$ cat config.mk
export PLATFORM = sky130hd
export DESIGN_NAME = rocf_regs
export DESIGN_NICKNAME = d
export VERILOG_FILES = /design/src/rocf_pkg.sv /design/src/rocf_en_sel.sv /design/src/rocf_regs.sv
export SDC_FILE = /design/constraint.sdc
export NUM_CORES = 1
export LEC_CHECK = 0
export ABC_AREA = 1
export BUFFER_PORTS_ARGS = -buffer_cell sky130_fd_sc_hd__buf_2
export CAP_MARGIN = 20
export CORE_MARGIN = 2
export CORE_UTILIZATION = 25
export CTS_CLUSTER_DIAMETER = 120
export DETAILED_ROUTE_END_ITERATION = 7
export GPL_ROUTABILITY_DRIVEN = 0
export PLACE_DENSITY = 0.38
export SYNTH_ARGS = -nofsm -noshare
export SYNTH_HDL_FRONTEND = slang
export SYNTH_SLANG_ARGS = --single-unit
$ cat constraint.sdc
create_clock -name clk_sys_i -period 5.3 [get_ports clk_sys_i]
set_input_delay 0 -clock clk_sys_i [delete_from_list [all_inputs] [get_ports clk_sys_i]]
set_output_delay 0 -clock clk_sys_i [all_outputs]
set_load 0.005 [all_outputs]
$ cat src/rocf_pkg.sv
// regulator output configuration bank: shared constants, field layout, types
// assumes an external serial-bus engine that delivers decoded byte accesses
package rocf_pkg;

  // register offsets
  localparam logic [7:0] ADDR_BB2_VCODE   = 8'h06;
  localparam logic [7:0] ADDR_BB2_CFG     = 8'h07;
  localparam logic [7:0] ADDR_LR1_VCODE   = 8'h08;
  localparam logic [7:0] ADDR_LR1_CFG     = 8'h09;
  localparam logic [7:0] ADDR_LR2_VCODE   = 8'h0a;
  localparam logic [7:0] ADDR_LR2_CFG     = 8'h0b;
  localparam logic [7:0] ADDR_MON_CFG     = 8'h0c;
  localparam logic [7:0] ADDR_AUX_CFG     = 8'h0d;

  // writable bit masks, all other bits read as zero
  localparam logic [7:0] MASK_VCODE       = 8'h3f;
  localparam logic [7:0] MASK_BB2_CFG     = 8'he8;
  localparam logic [7:0] MASK_LR_CFG      = 8'he1;
  localparam logic [7:0] MASK_MON_CFG     = 8'h0f;
  localparam logic [7:0] MASK_AUX_CFG     = 8'hc3;
  localparam logic [7:0] REG_RESET        = 8'h00;

  // field positions
  localparam int         POS_EN_SEL       = 6;
  localparam int         POS_PDSC         = 5;
  localparam int         POS_RAMP_DIS     = 3;
  localparam int         POS_SW_MODE      = 0;
  localparam int         POS_MON_HIZ      = 3;
  localparam int         POS_MON_SEL      = 0;
  localparam int         POS_AUX_DIR      = 6;
  localparam int         POS_AUX_PULL     = 0;

  // enable-source encodings
  localparam logic [1:0] EN_OFF           = 2'h0;
  localparam logic [1:0] EN_ALWAYS        = 2'h1;
  localparam logic [1:0] EN_CTL_LOW       = 2'h2;
  localparam logic [1:0] EN_CTL_HIGH      = 2'h3;

  // aux output direction and pull encodings
  localparam logic [1:0] DIR_UP           = 2'h0;
  localparam logic [1:0] DIR_DOWN         = 2'h1;
  localparam logic [1:0] DIR_FOLLOW       = 2'h2;
  localparam logic [1:0] DIR_INVERT       = 2'h3;
  localparam int         POS_PULL_UP_OK   = 1;
  localparam int         POS_PULL_DN_OK   = 0;

  localparam logic [2:0] MON_DISABLED     = 3'h0;

  // voltage mapping in millivolts
  localparam logic [11:0] BB2_MIN_MV      = 12'd900;
  localparam logic [11:0] LR_MIN_MV       = 12'd550;
  localparam logic [11:0] STEP_MV         = 12'd50;

  // ramp: one code step per interval
  localparam int          CLK_PERIOD_NS   = 10;
  localparam int          RAMP_STEP_NS    = 10000;
  localparam int          RAMP_CYC_INT    = RAMP_STEP_NS / CLK_PERIOD_NS;
  localparam logic [15:0] RAMP_CYCLES     = RAMP_CYC_INT[15:0];

  typedef struct packed {
    logic       wr_en;
    logic [7:0] addr;
    logic [7:0] wdata;
  } rocf_wr_req_t;

  function automatic logic rocf_en_decode(input logic [1:0] sel, input logic ctl);
    unique case (sel)
      EN_OFF:      rocf_en_decode = 1'b0;
      EN_ALWAYS:   rocf_en_decode = 1'b1;
      EN_CTL_LOW:  rocf_en_decode = ~ctl;
      EN_CTL_HIGH: rocf_en_decode = ctl;
    endcase
  endfunction : rocf_en_decode

  function automatic logic [11:0] rocf_code_mv(input logic [11:0] base, input logic [5:0] code);
    logic [11:0] prod;
    prod = {6'h00, code} * STEP_MV;
    rocf_code_mv = base + prod;
  endfunction : rocf_code_mv

endpackage : rocf_pkg

$ cat src/rocf_en_sel.sv
// one output's enable-source decode and passive discharge control
// assumes ctl_i is already synchronised to clk_sys_i
`timescale 1ns/100ps
module rocf_en_sel
  import rocf_pkg::*;
(
  input  wire logic       clk_sys_i,  // system clock
  input  wire logic       resetn_i,   // sync reset, active low
  input  wire logic [1:0] sel_i,      // enable source field
  input  wire logic       pdsc_i,     // passive discharge option
  input  wire logic       ctl_i,      // synchronised control input
  output logic            en_o,       // output enabled
  output logic            dsc_o       // discharge switch closed
);
  logic en_d;
  logic dsc_d;

  always_comb begin
    en_d  = rocf_en_decode(sel_i, ctl_i);
    dsc_d = pdsc_i & ~en_d;
  end

  always_ff @(posedge clk_sys_i) begin
    if (!resetn_i) begin
      en_o  <= 1'b0;
      dsc_o <= 1'b0;
    end else begin
      en_o  <= en_d;
      dsc_o <= dsc_d;
    end
  end
endmodule : rocf_en_sel

$ cat src/rocf_regs.sv
// configuration bank for buck-boost 2, both linear regulators, monitor and aux output
// assumes a serial-bus engine hands over decoded byte writes and reads
//
// Behaviour
// - buck-boost 2 enable field selects source
// - buck-boost 2 discharge only when off
// - linear regulator enable field selects source
// - linear regulator discharge only when off
// - monitor disabled: pulldown or high impedance
// - aux direction from field and control input
// - aux pull mode gates pull-up and pull-down
`timescale 1ns/100ps
module rocf_regs
  import rocf_pkg::*;
(
  input  wire logic         clk_sys_i,           // system clock
  input  wire logic         resetn_i,            // sync reset, active low
  input  wire rocf_wr_req_t wr_req_i,            // register write
  input  wire logic         rd_en_i,             // register read strobe
  input  wire logic [7:0]   rd_addr_i,           // register read address
  output logic [7:0]        rd_data_o,           // read data
  output logic              rd_valid_o,          // read data valid
  input  wire logic         aux_control_i,       // asynchronous control input
  output logic              bb2_en_o,            // buck-boost 2 enabled
  output logic              bb2_dsc_o,           // buck-boost 2 discharge
  output logic [11:0]       bb2_target_mv_o,     // buck-boost 2 target
  output logic              linreg1_en_o,        // regulator 1 enabled
  output logic              linreg1_dsc_o,       // regulator 1 discharge
  output logic              linreg1_sw_mode_o,   // regulator 1 load-switch mode
  output logic [11:0]       linreg1_mv_o,        // regulator 1 target
  output logic              linreg2_en_o,        // regulator 2 enabled
  output logic              linreg2_dsc_o,       // regulator 2 discharge
  output logic              linreg2_sw_mode_o,   // regulator 2 load-switch mode
  output logic [11:0]       linreg2_mv_o,        // regulator 2 target
  output logic [2:0]        monitor_sel_o,       // monitor source, 0 = off
  output logic              monitor_pulldown_o,  // monitor pulldown active
  output logic              monitor_highz_o,     // monitor high impedance
  output logic              aux_pullup_en_o,     // aux output pull-up drive
  output logic              aux_pulldown_en_o    // aux output pull-down drive
);
  logic [7:0] bb2_v_q, bb2_cfg_q, lr1_v_q, lr1_cfg_q, lr2_v_q, lr2_cfg_q, mon_q, aux_q;
  logic [7:0] bb2_v_d, bb2_cfg_d, lr1_v_d, lr1_cfg_d, lr2_v_d, lr2_cfg_d, mon_d, aux_d;
  logic [7:0] rd_data_d;
  logic       ctl_s1_q, ctl_s2_q;
  logic [5:0] bb2_tgt_q, bb2_tgt_d;
  logic [15:0] ramp_cnt_q, ramp_cnt_d;
  logic [11:0] bb2_mv_d, lr1_mv_d, lr2_mv_d;
  logic       mon_pd_d, mon_hz_d, aux_up_dir, aux_pu_d, aux_pd_d;

  // register writes, reserved bits forced to zero
  always_comb begin
    bb2_v_d   = bb2_v_q;
    bb2_cfg_d = bb2_cfg_q;
    lr1_v_d   = lr1_v_q;
    lr1_cfg_d = lr1_cfg_q;
    lr2_v_d   = lr2_v_q;
    lr2_cfg_d = lr2_cfg_q;
    mon_d     = mon_q;
    aux_d     = aux_q;
    if (wr_req_i.wr_en) begin
      unique case (wr_req_i.addr)
        ADDR_BB2_VCODE: bb2_v_d   = wr_req_i.wdata & MASK_VCODE;
        ADDR_BB2_CFG:   bb2_cfg_d = wr_req_i.wdata & MASK_BB2_CFG;
        ADDR_LR1_VCODE: lr1_v_d   = wr_req_i.wdata & MASK_VCODE;
        ADDR_LR1_CFG:   lr1_cfg_d = wr_req_i.wdata & MASK_LR_CFG;
        ADDR_LR2_VCODE: lr2_v_d   = wr_req_i.wdata & MASK_VCODE;
        ADDR_LR2_CFG:   lr2_cfg_d = wr_req_i.wdata & MASK_LR_CFG;
        ADDR_MON_CFG:   mon_d     = wr_req_i.wdata & MASK_MON_CFG;
        ADDR_AUX_CFG:   aux_d     = wr_req_i.wdata & MASK_AUX_CFG;
        default:        ;
      endcase
    end
    rd_data_d = 8'h00;
    unique case (rd_addr_i)
      ADDR_BB2_VCODE: rd_data_d = bb2_v_q;
      ADDR_BB2_CFG:   rd_data_d = bb2_cfg_q;
      ADDR_LR1_VCODE: rd_data_d = lr1_v_q;
      ADDR_LR1_CFG:   rd_data_d = lr1_cfg_q;
      ADDR_LR2_VCODE: rd_data_d = lr2_v_q;
      ADDR_LR2_CFG:   rd_data_d = lr2_cfg_q;
      ADDR_MON_CFG:   rd_data_d = mon_q;
      ADDR_AUX_CFG:   rd_data_d = aux_q;
      default:        rd_data_d = 8'h00;
    endcase
  end

  always_ff @(posedge clk_sys_i) begin
    if (!resetn_i) begin
      bb2_v_q    <= REG_RESET;
      bb2_cfg_q  <= REG_RESET;
      lr1_v_q    <= REG_RESET;
      lr1_cfg_q  <= REG_RESET;
      lr2_v_q    <= REG_RESET;
      lr2_cfg_q  <= REG_RESET;
      mon_q      <= REG_RESET;
      aux_q      <= REG_RESET;
      rd_data_o  <= 8'h00;
      rd_valid_o <= 1'b0;
    end else begin
      bb2_v_q    <= bb2_v_d;
      bb2_cfg_q  <= bb2_cfg_d;
      lr1_v_q    <= lr1_v_d;
      lr1_cfg_q  <= lr1_cfg_d;
      lr2_v_q    <= lr2_v_d;
      lr2_cfg_q  <= lr2_cfg_d;
      mon_q      <= mon_d;
      aux_q      <= aux_d;
      rd_data_o  <= rd_en_i ? rd_data_d : 8'h00;
      rd_valid_o <= rd_en_i;
    end
  end

  // control input synchroniser
  always_ff @(posedge clk_sys_i) begin
    if (!resetn_i) begin
      ctl_s1_q <= 1'b0;
      ctl_s2_q <= 1'b0;
    end else begin
      ctl_s1_q <= aux_control_i;
      ctl_s2_q <= ctl_s1_q;
    end
  end

  rocf_en_sel u_bb2_en (
    .clk_sys_i (clk_sys_i),
    .resetn_i  (resetn_i),
    .sel_i     (bb2_cfg_q[POS_EN_SEL +: 2]),
    .pdsc_i    (bb2_cfg_q[POS_PDSC]),
    .ctl_i     (ctl_s2_q),
    .en_o      (bb2_en_o),
    .dsc_o     (bb2_dsc_o)
  );

  rocf_en_sel u_lr1_en (
    .clk_sys_i (clk_sys_i),
    .resetn_i  (resetn_i),
    .sel_i     (lr1_cfg_q[POS_EN_SEL +: 2]),
    .pdsc_i    (lr1_cfg_q[POS_PDSC]),
    .ctl_i     (ctl_s2_q),
    .en_o      (linreg1_en_o),
    .dsc_o     (linreg1_dsc_o)
  );

  rocf_en_sel u_lr2_en (
    .clk_sys_i (clk_sys_i),
    .resetn_i  (resetn_i),
    .sel_i     (lr2_cfg_q[POS_EN_SEL +: 2]),
    .pdsc_i    (lr2_cfg_q[POS_PDSC]),
    .ctl_i     (ctl_s2_q),
    .en_o      (linreg2_en_o),
    .dsc_o     (linreg2_dsc_o)
  );

  // ramped target, monitor and aux output next values
  always_comb begin
    bb2_tgt_d  = bb2_tgt_q;
    ramp_cnt_d = 16'h0000;
    if (bb2_cfg_q[POS_RAMP_DIS]) begin
      bb2_tgt_d = bb2_v_q[5:0];
    end else if (bb2_tgt_q != bb2_v_q[5:0]) begin
      if (ramp_cnt_q >= RAMP_CYCLES - 16'h0001) begin
        bb2_tgt_d = (bb2_tgt_q < bb2_v_q[5:0]) ? bb2_tgt_q + 6'h01 : bb2_tgt_q - 6'h01;
      end else begin
        ramp_cnt_d = ramp_cnt_q + 16'h0001;
      end
    end
    bb2_mv_d = rocf_code_mv(BB2_MIN_MV, bb2_tgt_d);
    lr1_mv_d = rocf_code_mv(LR_MIN_MV, lr1_v_q[5:0]);
    lr2_mv_d = rocf_code_mv(LR_MIN_MV, lr2_v_q[5:0]);
    mon_pd_d = (mon_q[POS_MON_SEL +: 3] == MON_DISABLED) & ~mon_q[POS_MON_HIZ];
    mon_hz_d = (mon_q[POS_MON_SEL +: 3] == MON_DISABLED) & mon_q[POS_MON_HIZ];
    unique case (aux_q[POS_AUX_DIR +: 2])
      DIR_UP:     aux_up_dir = 1'b1;
      DIR_DOWN:   aux_up_dir = 1'b0;
      DIR_FOLLOW: aux_up_dir = ctl_s2_q;
      DIR_INVERT: aux_up_dir = ~ctl_s2_q;
    endcase
    aux_pu_d = aux_up_dir & aux_q[POS_AUX_PULL + POS_PULL_UP_OK];
    aux_pd_d = ~aux_up_dir & aux_q[POS_AUX_PULL + POS_PULL_DN_OK];
  end

  always_ff @(posedge clk_sys_i) begin
    if (!resetn_i) begin
      bb2_tgt_q          <= 6'h00;
      ramp_cnt_q         <= 16'h0000;
      bb2_target_mv_o    <= BB2_MIN_MV;
      linreg1_mv_o       <= LR_MIN_MV;
      linreg2_mv_o       <= LR_MIN_MV;
      linreg1_sw_mode_o  <= 1'b0;
      linreg2_sw_mode_o  <= 1'b0;
      monitor_sel_o      <= MON_DISABLED;
      monitor_pulldown_o <= 1'b1;
      monitor_highz_o    <= 1'b0;
      aux_pullup_en_o    <= 1'b0;
      aux_pulldown_en_o  <= 1'b0;
    end else begin
      bb2_tgt_q          <= bb2_tgt_d;
      ramp_cnt_q         <= ramp_cnt_d;
      bb2_target_mv_o    <= bb2_mv_d;
      linreg1_mv_o       <= lr1_mv_d;
      linreg2_mv_o       <= lr2_mv_d;
      linreg1_sw_mode_o  <= lr1_cfg_q[POS_SW_MODE];
      linreg2_sw_mode_o  <= lr2_cfg_q[POS_SW_MODE];
      monitor_sel_o      <= mon_q[POS_MON_SEL +: 3];
      monitor_pulldown_o <= mon_pd_d;
      monitor_highz_o    <= mon_hz_d;
      aux_pullup_en_o    <= aux_pu_d;
      aux_pulldown_en_o  <= aux_pd_d;
    end
  end
endmodule : rocf_regs

======== Word level (Yosys, flattened, before mapping) ========
Cells that the tools add are included.
storage, ports and cells
  bits in registers ....................... 122
  bits in latches ......................... 0
  memory bits (writable) .................. 0
  memory bits (read-only) ................. 0
  input bits .............................. 29
  output and inout port bits .............. 60
  logic and storage cells ................. 109
  memories ................................ 0
operators by class
  add/sub/neg operators ................... 6
  $mul .................................... 3
  divide/modulo/power cells ............... 0
  order comparisons ....................... 2
  equality and inequality tests ........... 29
  shift operators ......................... 0
  multiplexer cells ....................... 9
  bitwise logic cells ..................... 15
  reductions and logical operators ........ 15
operators with widths
  cell                      count
  $eq A8 B4 Y1 const B      12
  $pmux W8 S8               1
  $add A10 B12 Y12 const A  3
  $mul A6 B5 Y11 const B    3
  $eq A8 B3 Y1 const B      4
  $mux W6                   4
  $reduce_and A2 Y1         9
  $add A16 B1 Y16 const B   1
  $eq A2 B2 Y1 const B      8
  $ge A16 B10 Y1 const B    1
  $pmux W1 S4               4
  $eq A2 B1 Y1 const B      4
  $logic_not A2 Y1          4
  $not A1 Y1                8
  $and A1 B1 Y1             7
  $add A6 B1 Y6 const B     1
  $lt A6 B6 Y1              1
  $ne A6 B6 Y1              1
  $sub A6 B1 Y6 const B     1
  $reduce_or A4 Y1          1
  $logic_not A3 Y1          1

======== Logic depth before layout (Yosys ltp) ========
Gate-level depths: netlist of run 1.
  depth in word-level cells ............... 7
  gate-level depth with buffers ........... 34
  gate-level depth less buffers ........... 34

======== Cells and area by module ========
Synthesis of run 1 repeated with hierarchy kept, for this count alone.
second synthesis, totals
  cell total of the unflattened synthesis .. 800
  area, all modules ....................... 6377.4 um^2
modules (own cells, without submodules)
  module       instances  cells an instance  area an instance (um^2)  sequential area each (um^2)
  rocf_regs    1          764                6129.6                   2242.2
  rocf_en_sel  3          12                 82.6                     40.0

======== Least setup slack after synthesis of run 1 ========
Ideal clock, no wire load.
  path type ............................... register -> register
  from .................................... register bb2_v_q[1]
  to ...................................... register bb2_target_mv_o[11]
  library setup time ...................... 115 ps
  data arrival time ....................... 4455 ps
  data required time ...................... 5185 ps
  setup slack ............................. 730 ps
  stages on the path, launching flop included .. 33
  path buffers ............................ 0
  cells stage by stage .................... dfxtp_1 -> inv_1 -> ha_1 -> inv_1 -> nor2_1 -> o21ai_0 -> nand3_1 -> ha_1 -> a21oi_1 -> nand2_1 -> nand2_1 -> nand2_1 -> nand2_1 -> nand2_1 -> nand2_1 -> nand3_1 -> or2_1 -> nand3_1 -> nand2_1 -> inv_1 -> ha_1 -> ha_1 -> ha_1 -> ha_1 -> nand2_1 -> or2_1 -> nand3_1 -> nand2_1 -> and2_1 -> o21ai_0 -> nand3_1 -> nand2_1 -> nor2_1
on the way
  cells in the longest elaborated chain, start to end .. 7
  elaborated cells on any way between the ends .. 8
  those cells by class .................... add/sub (1); mul (1); order compare (1); eq/ne (1); mux (4)
ends and longest elaborated chain
  element                 RTL line          source
  from (decl)             rocf_regs.sv:41   logic [7:0] bb2_v_q, bb2_cfg_q, lr1_v_q, lr1_cfg_q, lr2_v_q, lr2_cfg_q, mon_q, aux_q;
  from (signal assigned)  rocf_regs.sv:100  bb2_v_q <= bb2_v_d;
  $lt A6 B6 Y1            rocf_regs.sv:162  bb2_tgt_d = (bb2_tgt_q < bb2_v_q[5:0]) ? bb2_tgt_q + 6'h01 : bb2_tgt_q - 6'h01;
  $mux W6                 rocf_regs.sv:162
  $mux W6                 rocf_regs.sv:161  if (ramp_cnt_q >= RAMP_CYCLES - 16'h0001) begin
  $mux W6 (*)             rocf_regs.sv:160  end else if (bb2_tgt_q != bb2_v_q[5:0]) begin
  $mux W6 (*)             rocf_regs.sv:158  if (bb2_cfg_q[POS_RAMP_DIS]) begin
  via bb2_tgt_d[5]        rocf_regs.sv:45   logic [5:0] bb2_tgt_q, bb2_tgt_d;
  $mul A6 B5 Y11 (*)      rocf_pkg.sv:77    prod = {6'h00, code} * STEP_MV;
  $add A10 B12 Y12 (*)    rocf_pkg.sv:78    rocf_code_mv = base + prod;
  to (signal assigned)    rocf_regs.sv:199  bb2_target_mv_o <= bb2_mv_d;
  to (decl)               rocf_regs.sv:26   output logic [11:0] bb2_target_mv_o,
Mark *: on every way through the listed nets, which the timed path passes. The rest lies on a longest branch.
A chain may end at the register's enable or synchronous reset.

======== Worst setup path after layout of run 1 ========
Same ends and word-level chain as after synthesis.

==> results of run 1 <==
-- flip-flops by register name, summed over array words and instances, names as in the netlist, 3 cells and up --
name	flops
aux_q	4
bb2_cfg_q	4
bb2_target_mv_o	10
bb2_tgt_q	6
bb2_v_q	6
linreg1_mv_o	11
linreg2_mv_o	11
lr1_cfg_q	4
lr1_v_q	6
lr2_cfg_q	4
lr2_v_q	6
mon_q	4
monitor_sel_o	3
ramp_cnt_q	16
rd_data_o	8
-- final timing paths --
kind / startpoint / to / slack [ns] / cells past startpoint
setup / recovery: bb2_v_q[1] / bb2_target_mv_o[11] / 0.48 / 25
hold / removal: rd_addr_i[1] / rd_data_o[5] / 0.02 / 3
setup reg to reg: bb2_v_q[1] / bb2_target_mv_o[11] / 0.48 / 25
hold reg to reg: ramp_cnt_q[0] / ramp_cnt_q[0] / 0.45 / 1
-- placed cells by master (no fill, tap or decap), types with 5 or more instances in the layout --
cell	Yosys	routed
nand2_1	97	97
xor2_1	20	20
o21ai_1	5	6
buf_2	1	85
xnor2_1	9	9
nand3_1	31	30
dfxtp_1	118	118
inv_1	112	112
conb_1	1	9
dlygate4sd3_1	0	11
o21ai_0	65	64
ha_1	83	83
nand4_1	7	7
buf_4	4	5
clkbuf_16	0	17
o22ai_1	6	6
a21oi_1	81	81
nor3_1	9	9
nor2_1	84	84
-- through the flow --
stage	std cells	setup WS [ns]	instance area (um^2)	hold slack [ns]	utilization [%]
3_3_place_gp	1194	0.366	7080	0.183	28.9
3_5_place_dp	1194	0.277	7080	0.190	28.9
2_1_floorplan	798	0.730	6300	0.0976	-
6_report	1239	0.479	7820	0.0217	32.0
5_1_grt	1239	0.00199	7820	0.0608	32.0
4_1_cts	1237	0.262	7800	0.0104	31.9
-- repair_timing --
item | 4_1_cts | 5_1_grt
gates resized for setup | 0 | 2
hold endpoints to repair | 31 | 0
hold buffers | 11 | 0
setup buffers | 0 | 2
setup endpoints to repair | 0 | 2
-- Yosys cell counts, types with 2 or more instances --
cell type,instances
a21o_1,2
nand4_1,7
fa_1,4
buf_1,2
a221oi_1,2
nand2_1,97
xor2_1,20
or2_1,4
nor2_1,84
a21oi_1,81
inv_2,3
nand3b_1,2
o21ai_0,65
nor2_2,2
a211oi_1,2
o21ai_2,3
dfxtp_1,118
ha_1,83
xnor2_1,9
o21ai_1,5
o21bai_1,2
nand3_1,31
o22ai_1,6
inv_1,112
clkbuf_1,9
buf_4,4
nor3_1,9
nand2_2,4
nand3_2,2
-- routing by layer --
layer	wire length, um	vias to the layer above	part of all wire [%]	track usage [%]
met5	0	-	0	0
met4	215	0	1.3	4.26
met3	469	17	2.8	2.85
met2	7980	75	47	22.9
met1	8260	2353	49	17.2
li1	-	2821	-	-
-- layout make-up --
class	count	area (um^2)
Clock buffer	21	460
Clock inverter	11	149
Fill cell	2681	16600
Inverter	115	432
Multi-Input combinational cell	549	3440
Sequential cell	118	2360
Tap cell	324	405
Timing Repair Buffer	101	573
-- worst max-delay path: stages (launching register included) --
cell      delay, ns
dfxtp_1        0.36
inv_1          0.08
ha_1           0.30
inv_1          0.06
nor2_1         0.03
o21ai_0        0.18
nand3_2        0.14
buf_4          0.17
fa_1           0.41
xor2_1         0.16
nand3_1        0.10
nand3_2        0.11
nand2_1        0.11
inv_1          0.06
ha_1           0.30
ha_1           0.30
ha_1           0.32
fa_1           0.46
a21oi_1        0.18
o21bai_1       0.11
xnor2_1        0.25
nand3_1        0.11
nor2_1         0.14
nand3_2        0.09
a21oi_1        0.14
nor2_1         0.06
-- cell families (layout without fill, tap and decap cells) --
group	Yosys count	after routing	synth area share (%)
buffers and inverters	131	248	8.10
AO/OA/AOI/OAI	174	174	14.8
flip-flops	118	118	37.6
adder cells (fa/ha/maj)	87	87	17.8
other	1	9	0.0598
AND/OR/NAND/NOR	250	250	17.5
XOR/XNOR	29	29	4.05
==> impl_metrics.py, run 1 <==
metrics = {
    "final_layout": {
        "area_delta_synth_final_pct": 24.6,
        "antenna_cells": 0,
        "post_route_cells_drive_above_1_share_pct": 15.2,
        "nets": 1018,
    },
    "synthesis": {
        "synth_cells": 790,
        "synthesis.area_mm2": 0.00627,
        "synthTopCellsByArea": "dfxtp_1 38%, ha_1 17%, inv_1 6.7%, a21oi_1 6.5%, nand2_1 5.8%",
        "avgSynthCellArea_um2": 7.94,
        "synth.distinct_cells": 45,
        "async_flop_share_pct": 0,
        "ys_seq_area_share_pct": 37.6,
        "yosysTopAreaCell": "dfxtp_1",
        "synth_edf_count": 0,
        "ys.flop_type": "dfxtp_1",
        "synth.yosys.warnings": 0,
        "yosysTopAreaCellShare_pct": 37.6,
        "synth-seq-cells": 118,
    },
    "job": {
        "maxCapViolCount": 0,
    },
    "critical_path": {
        "criticalPathCategory": "flop to flop",
        "critPathArrivalTime_ns": 5.12,
        "end_kind": "flop",
        "worst-path-max-fanout": 3,
        "crit_path_start_kind": "flop",
        "worstPathRequired_ns": 5.60,
    },
    "clock_network": {
        "insertion_delay_ns": 0.42,
        "cts_htree_levels": 4,
        "cts-root-buf": "clkbuf_16",
        "cts_tree": "yes",
        "clk_pin_slew_ns": 0.06,
        "clockBufferDepth": 2,
        "numCtsBuffers": 17,
        "clock-sinks": 118,
    },
    "global_routing": {
        "grt_pass1_vias": 5264,
        "track_usage_pct": 13.5,
        "grt_max_degree": 72,
        "antenna_found_initial": 1,
        "grt_pass1_wl_um": 27600,
        "overflow": 0,
    },
    "route": {
        "firstDrtPassIters": 5,
        "wl_per_cell_um": 13.7,
        "antenna_left": 0,
        "viasPerCell": 4.25,
        "vias": 5266,
        "routed_wl_um": 16900,
        "drt_iter0_drc": 208,
        "drc": 0,
    },
    "timing": {
        "rsz0062_at_grt": "no",
        "skew_ns": 0.0105,
        "period_share_pct": 91.0,
        "fin_tns_setup_ns": 0,
        "tightest_slew_ns": 0.714,
        "drv_slew": 0,
        "fmax_ghz": 0.207,
        "hold_viol": 0,
        "slew_headroom_pct": 52.4,
        "setup_viol": 0,
        "fin_crit_ns": 4.82,
    },
    "floorplanning": {
        "die_height_um": 162,
        "die_area_mm2": 0.0264,
        "boundaryPins": 89,
        "coreArea_mm2": 0.0245,
        "row_count": 57,
        "die_w_um": 162,
        "start_util_pct": 25.7,
    },
    "placement": {
        "dp_hpwl_um": 13200,
        "port_buffers": 85,
    },
    "status": {
        "status": "complete, no violations",
    },
    "hold_path": {
        "worstHoldPathType": "primary input to flop",
    },
}
Power of run 1 is not shown: default switching activity piles up to over one toggle a cycle in this logic, so the estimate is an artifact.
==> run 2, diff against run 1 <==
CORE_MARGIN = unset   (was 2)
SYNTH_HIERARCHICAL = 1   (was unset)
==> impl_metrics.py, run 2 <==
metrics = {
    "clock_network": {
        "cts-root-buf": "clkbuf_16",
        "clk_pin_slew_ns": 0.06,
        "insertion_delay_ns": 0.41,
        "clockBufferDepth": 2,
        "cts_tree": "yes",
        "numCtsBuffers": 17,
        "clock-sinks": 118,
        "cts_htree_levels": 4,
    },
    "synthesis": {
        "yosysTopAreaCellShare_pct": 37.0,
        "synth-seq-cells": 118,
        "yosysTopAreaCell": "dfxtp_1",
        "ys.flop_type": "dfxtp_1",
        "async_flop_share_pct": 0,
        "synth.yosys.warnings": 6,
        "synth_edf_count": 0,
        "synth.distinct_cells": 45,
        "ys_seq_area_share_pct": 37.0,
        "avgSynthCellArea_um2": 7.97,
        "synth_most_common_cell": "inv_1",
        "synth.cells.most_frequent": "128 x inv_1, 118 x dfxtp_1, 93 x nand2_1, 84 x ha_1, 84 x nor2_1",
        "synth_cells": 800,
        "synthTopCellsByArea": "dfxtp_1 37%, ha_1 16%, inv_1 7.5%, a21oi_1 5.6%, nand2_1 5.5%",
        "synthesis.area_mm2": 0.00638,
    },
    "timing": {
        "drv_slew": 0,
        "slew_headroom_pct": 30.3,
        "skew_ns": 0.0109,
        "fmax_ghz": 0.206,
        "period_share_pct": 91.4,
        "hold_viol": 0,
        "setup_ws_ns": 0.454,
        "fin_crit_ns": 4.85,
        "tightest_slew_ns": 1.04,
        "setup_viol": 0,
    },
    "critical_path": {
        "slowest_stage": "fa_1",
        "crit_path_start_kind": "flop",
        "critPathMostFrequentCell": "ha_1",
        "ff2ff_path_depth": 25,
        "worst-path-max-fanout": 6,
        "end_kind": "flop",
        "critPathArrivalTime_ns": 5.15,
        "worstPathRequired_ns": 5.61,
        "criticalPathCategory": "flop to flop",
        "slowest_delay_ns": 0.40,
    },
    "final_layout": {
        "largest_registers": "ramp_cnt_q: 16 flops, linreg1_mv_o: 11 flops, linreg2_mv_o: 11 flops",
        "post_route_cells_drive_above_1_share_pct": 16.3,
        "area_delta_synth_final_pct": 24.0,
        "fillers": 2768,
        "instances_no_fill": 1252,
        "largest_reg_flops": 16,
        "final_common_cell": "inv_1",
        "layout_common_cells": "128 x inv_1, 118 x dfxtp_1, 93 x nand2_1",
        "regMostFlops": "ramp_cnt_q",
        "antenna_cells": 0,
        "nets": 1026,
    },
    "route": {
        "antenna_left": 0,
        "drc": 0,
        "routed_wl_um": 16600,
        "firstDrtPassIters": 4,
        "vias": 5299,
        "viasPerCell": 4.23,
        "drt_iter0_drc": 167,
        "wl_per_cell_um": 13.3,
    },
    "floorplanning": {
        "row_count": 58,
        "boundaryPins": 89,
        "coreArea_mm2": 0.0251,
        "die_w_um": 162,
        "die_height_um": 162,
        "die_area_mm2": 0.0262,
        "start_util_pct": 25.4,
    },
    "placement": {
        "port_buffers": 85,
        "placedCellCount": 1206,
        "dp_hpwl_um": 12900,
        "post-place-ws_ns": 0.268,
    },
    "status": {
        "status": "complete, no violations",
    },
    "global_routing": {
        "track_usage_pct": 13.6,
        "antenna_found_initial": 0,
        "grt_pass1_wl_um": 27400,
        "overflow": 0,
        "grt_max_degree": 58,
        "grt_pass1_vias": 5337,
    },
    "hold_path": {
        "worstHoldPathType": "primary input to flop",
        "worstHoldPathCells": 3,
    },
    "job": {
        "maxCapViolCount": 0,
    },
}
==> run 2: changes by cell type in the layout (fill, tap and decap cells not counted), moves of 5 or more <==
cell | before | now
nor2_2 | 2 | 7
o21ai_0 | 64 | 51
inv_1 | 112 | 128
a211oi_1 | 2 | 13
a21oi_1 | 81 | 71
==> run 2: cell type report <==
cell class	instances	area, um^2	share of cell area (%)
Clock buffer	19	453	5.73
Multi-Input combinational cell	542	3470	44.0
Timing Repair Buffer	101	573	7.25
Tap cell	330	413	5.22
Inverter	129	484	6.13
Clock inverter	13	145	1.84
Sequential cell	118	2360	29.9
==> run 2: cells by family after synthesis <==
family	count (synthesis)	share of synthesized area (%)
adder cells (fa/ha/maj)	88	17.7
XOR/XNOR	27	3.94
flip-flops	118	37.0
AND/OR/NAND/NOR	251	17.6
buffers and inverters	148	9.24
AO/OA/AOI/OAI	167	14.4
other	1	0.0588
==> run 2: final timing paths <==
check / slack, ns / end / startpoint
min reg2reg: 0.43 / ctl_s2_q / ctl_s1_q
min: 0.06 / bb2_target_mv_o[9] / resetn_i
max reg2reg: 0.45 / bb2_target_mv_o[11] / bb2_v_q[5]
max: 0.45 / bb2_target_mv_o[11] / bb2_v_q[5]
==> run 2: worst max-delay path: cells and delay by family (launching register included) <==
kind | cells | cell delay [ns]
AND/OR/NAND/NOR | 8 | 0.91
AO/OA/AOI/OAI | 6 | 0.89
adder cells (fa/ha/maj) | 6 | 1.98
flip-flops | 1 | 0.35
buffers and inverters | 3 | 0.28
XOR/XNOR | 2 | 0.32
==> run 2: repair_timing <==
item,in CTS,in global routing
setup endpoints to repair,0,2
buffers inserted,0,3
hold buffers,11,0
gates resized for setup,0,7
hold endpoints to repair,32,0
==> run 2: layer usage <==
metal  vias up  GRT usage (%)  share of wire (%)
met3        18           3.06                2.7
met2        71           22.8                 47
met5         -              0                  0
li1       2845              -                  -
met4         0           3.99                1.2
met1      2365           17.4                 49
==> run 2: per-stage QoR <==
| step | hold slack, ns | setup TNS [ns] | util (%) | instance area [um^2] |
|---|---|---|---|---|
| 3_3_place_gp | 0.210 | 0 | 28.5 | 7160 |
| 6_report | 0.0587 | 0 | 31.5 | 7910 |
| 2_1_floorplan | 0.0976 | 0 | - | 6410 |
| 4_1_cts | 0.0488 | 0 | 31.3 | 7860 |
| 3_5_place_dp | 0.204 | 0 | 28.5 | 7160 |
| 5_1_grt | 0.0647 | -0.0247 | 31.5 | 7910 |
Power of run 2 is left out for the same reason.
==> run 3, diff against run 2 <==
MAX_ROUTING_LAYER = met4   (was unset)
==> impl_metrics.py, run 3 (synthesis gave the netlist of run 2 again) <==
metrics = {
    "floorplanning": {
        "coreArea_mm2": 0.0251,
        "die_height_um": 162,
        "die_w_um": 162,
        "die_area_mm2": 0.0262,
        "row_count": 58,
        "start_util_pct": 25.4,
        "boundaryPins": 89,
    },
    "placement": {
        "post-place-ws_ns": 0.268,
        "port_buffers": 85,
        "dp_hpwl_um": 12900,
    },
    "clock_network": {
        "insertion_delay_ns": 0.42,
        "cts-root-buf": "clkbuf_16",
        "numCtsBuffers": 17,
        "clock-sinks": 118,
        "clockBufferDepth": 2,
        "cts_tree": "yes",
        "clk_pin_slew_ns": 0.06,
        "cts_htree_levels": 4,
    },
    "route": {
        "drc": 0,
        "viasPerCell": 4.23,
        "antenna_left": 0,
        "drt_iter0_drc": 173,
        "wl_per_cell_um": 13.3,
        "routed_wl_um": 16700,
        "firstDrtPassIters": 4,
        "vias": 5300,
    },
    "timing": {
        "setup_ws_ns": 0.446,
        "tightest_slew_ns": 1.05,
        "hold_viol": 0,
        "skew_ns": 0.0115,
        "period_share_pct": 91.6,
        "slew_headroom_pct": 29.6,
        "setup_viol": 0,
        "fmax_ghz": 0.206,
        "fin_crit_ns": 4.85,
        "drv_slew": 0,
        "hold-worst-slack_ns": 0.0539,
        "fin_tns_setup_ns": 0,
    },
    "critical_path": {
        "slowest_stage": "fa_1",
        "reg2reg_slack_ns": 0.45,
        "r2r-start": "bb2_v_q[5]",
        "cp.buffers_inverters": 3,
        "crit_path_start_kind": "flop",
        "critPathArrivalTime_ns": 5.17,
        "criticalPathCategory": "flop to flop",
        "cp_top_family": "adder cells",
        "r2r_end": "bb2_target_mv_o[11]",
        "ff2ff_path_depth": 25,
        "worst-path-max-fanout": 6,
        "worstPathRequired_ns": 5.61,
        "slowest_delay_ns": 0.40,
        "end_kind": "flop",
        "critPathMostFrequentCell": "ha_1",
    },
    "final_layout": {
        "post_route_cells_drive_above_1_share_pct": 16.3,
        "regMostFlops": "ramp_cnt_q",
        "antenna_cells": 0,
        "final_common_cell": "inv_1",
        "layout_common_cells": "128 x inv_1, 118 x dfxtp_1, 93 x nand2_1",
        "largest_registers": "ramp_cnt_q: 16 flops, linreg1_mv_o: 11 flops, linreg2_mv_o: 11 flops",
        "fin_util_pct": 31.5,
        "area_delta_synth_final_pct": 24.0,
        "largest_reg_flops": 16,
        "nets": 1026,
    },
    "global_routing": {
        "grt_pass1_wl_um": 27400,
        "grt_pass1_vias": 5339,
        "grt_max_degree": 58,
        "overflow": 0,
        "track_usage_pct": 14.0,
        "antenna_found_initial": 0,
    },
    "hold_path": {
        "hold_end": "bb2_target_mv_o[9]",
        "worstHoldStart": "resetn_i",
        "worstHoldPathType": "primary input to flop",
        "worstHoldPathCells": 3,
    },
    "job": {
        "maxCapViolCount": 0,
    },
    "status": {
        "status": "complete, no violations",
    },
}
[run 3: routing by layer]
layer	GRT usage [%]	vias to the layer above	part of all wire [%]
met2	22.8	77	47
met1	17.5	2365	49
met4	3.99	0	1.2
li1	-	2842	-
met3	2.91	16	2.4
met5	-	-	0
[run 3: worst reg2reg max path: stages, from the launching register on]
cell and delay (ns):
dfxtp_1 0.35, inv_1 0.08, ha_1 0.31, nand2_1 0.09
nor2_2 0.15, o21ai_1 0.09, nand3_2 0.15, inv_1 0.09
fa_1 0.40, o221ai_1 0.23, xnor2_1 0.14, nand2_1 0.06
o211ai_1 0.09, o21ai_0 0.21, ha_1 0.33, ha_1 0.29
ha_1 0.29, ha_1 0.37, a21oi_1 0.15, nand2_1 0.12
xnor2_2 0.18, inv_1 0.11, nor3_2 0.20, nand3_2 0.11
a21oi_1 0.13, nor2_1 0.05
[run 3: layout make-up]
class                      count  area, um^2
inverter                     129         484
multi-input combinational    542        3470
fill                        2768       17200
timing repair buffer         101         573
tap                          330         413
sequential                   118        2360
clock inverter                13         145
clock buffer                  19         453
[run 3: metrics by stage]
| stage | cell area, um^2 | cells |
|---|---|---|
| 2_1_floorplan | 6410 | 808 |
| 3_3_place_gp | 7160 | 1206 |
| 3_5_place_dp | 7160 | 1206 |
| 4_1_cts | 7860 | 1249 |
| 5_1_grt | 7910 | 1252 |
| 6_report | 7910 | 1252 |
[run 3: worst max-delay path by stage]
stage,cells after the start,startpoint,endpoint
2_1_floorplan,32,bb2_v_q[1],bb2_target_mv_o[11]
3_3_place_gp,32,bb2_v_q[1],bb2_target_mv_o[11]
3_5_place_dp,25,bb2_v_q[5],bb2_target_mv_o[11]
6_report,25,bb2_v_q[5],bb2_target_mv_o[11]
5_1_grt,34,bb2_v_q[5],bb2_target_mv_o[11]
4_1_cts,25,bb2_v_q[5],bb2_target_mv_o[11]
[run 3: repair_timing]
item                                    in CTS  in global routing
hold buffers                                11                  0
endpoints found under the setup margin       0                  2
resized for setup                            0                  7
buffers inserted                             0                  3
endpoints found under the hold margin       32                  0
Power of run 3 is left out for the same reason.
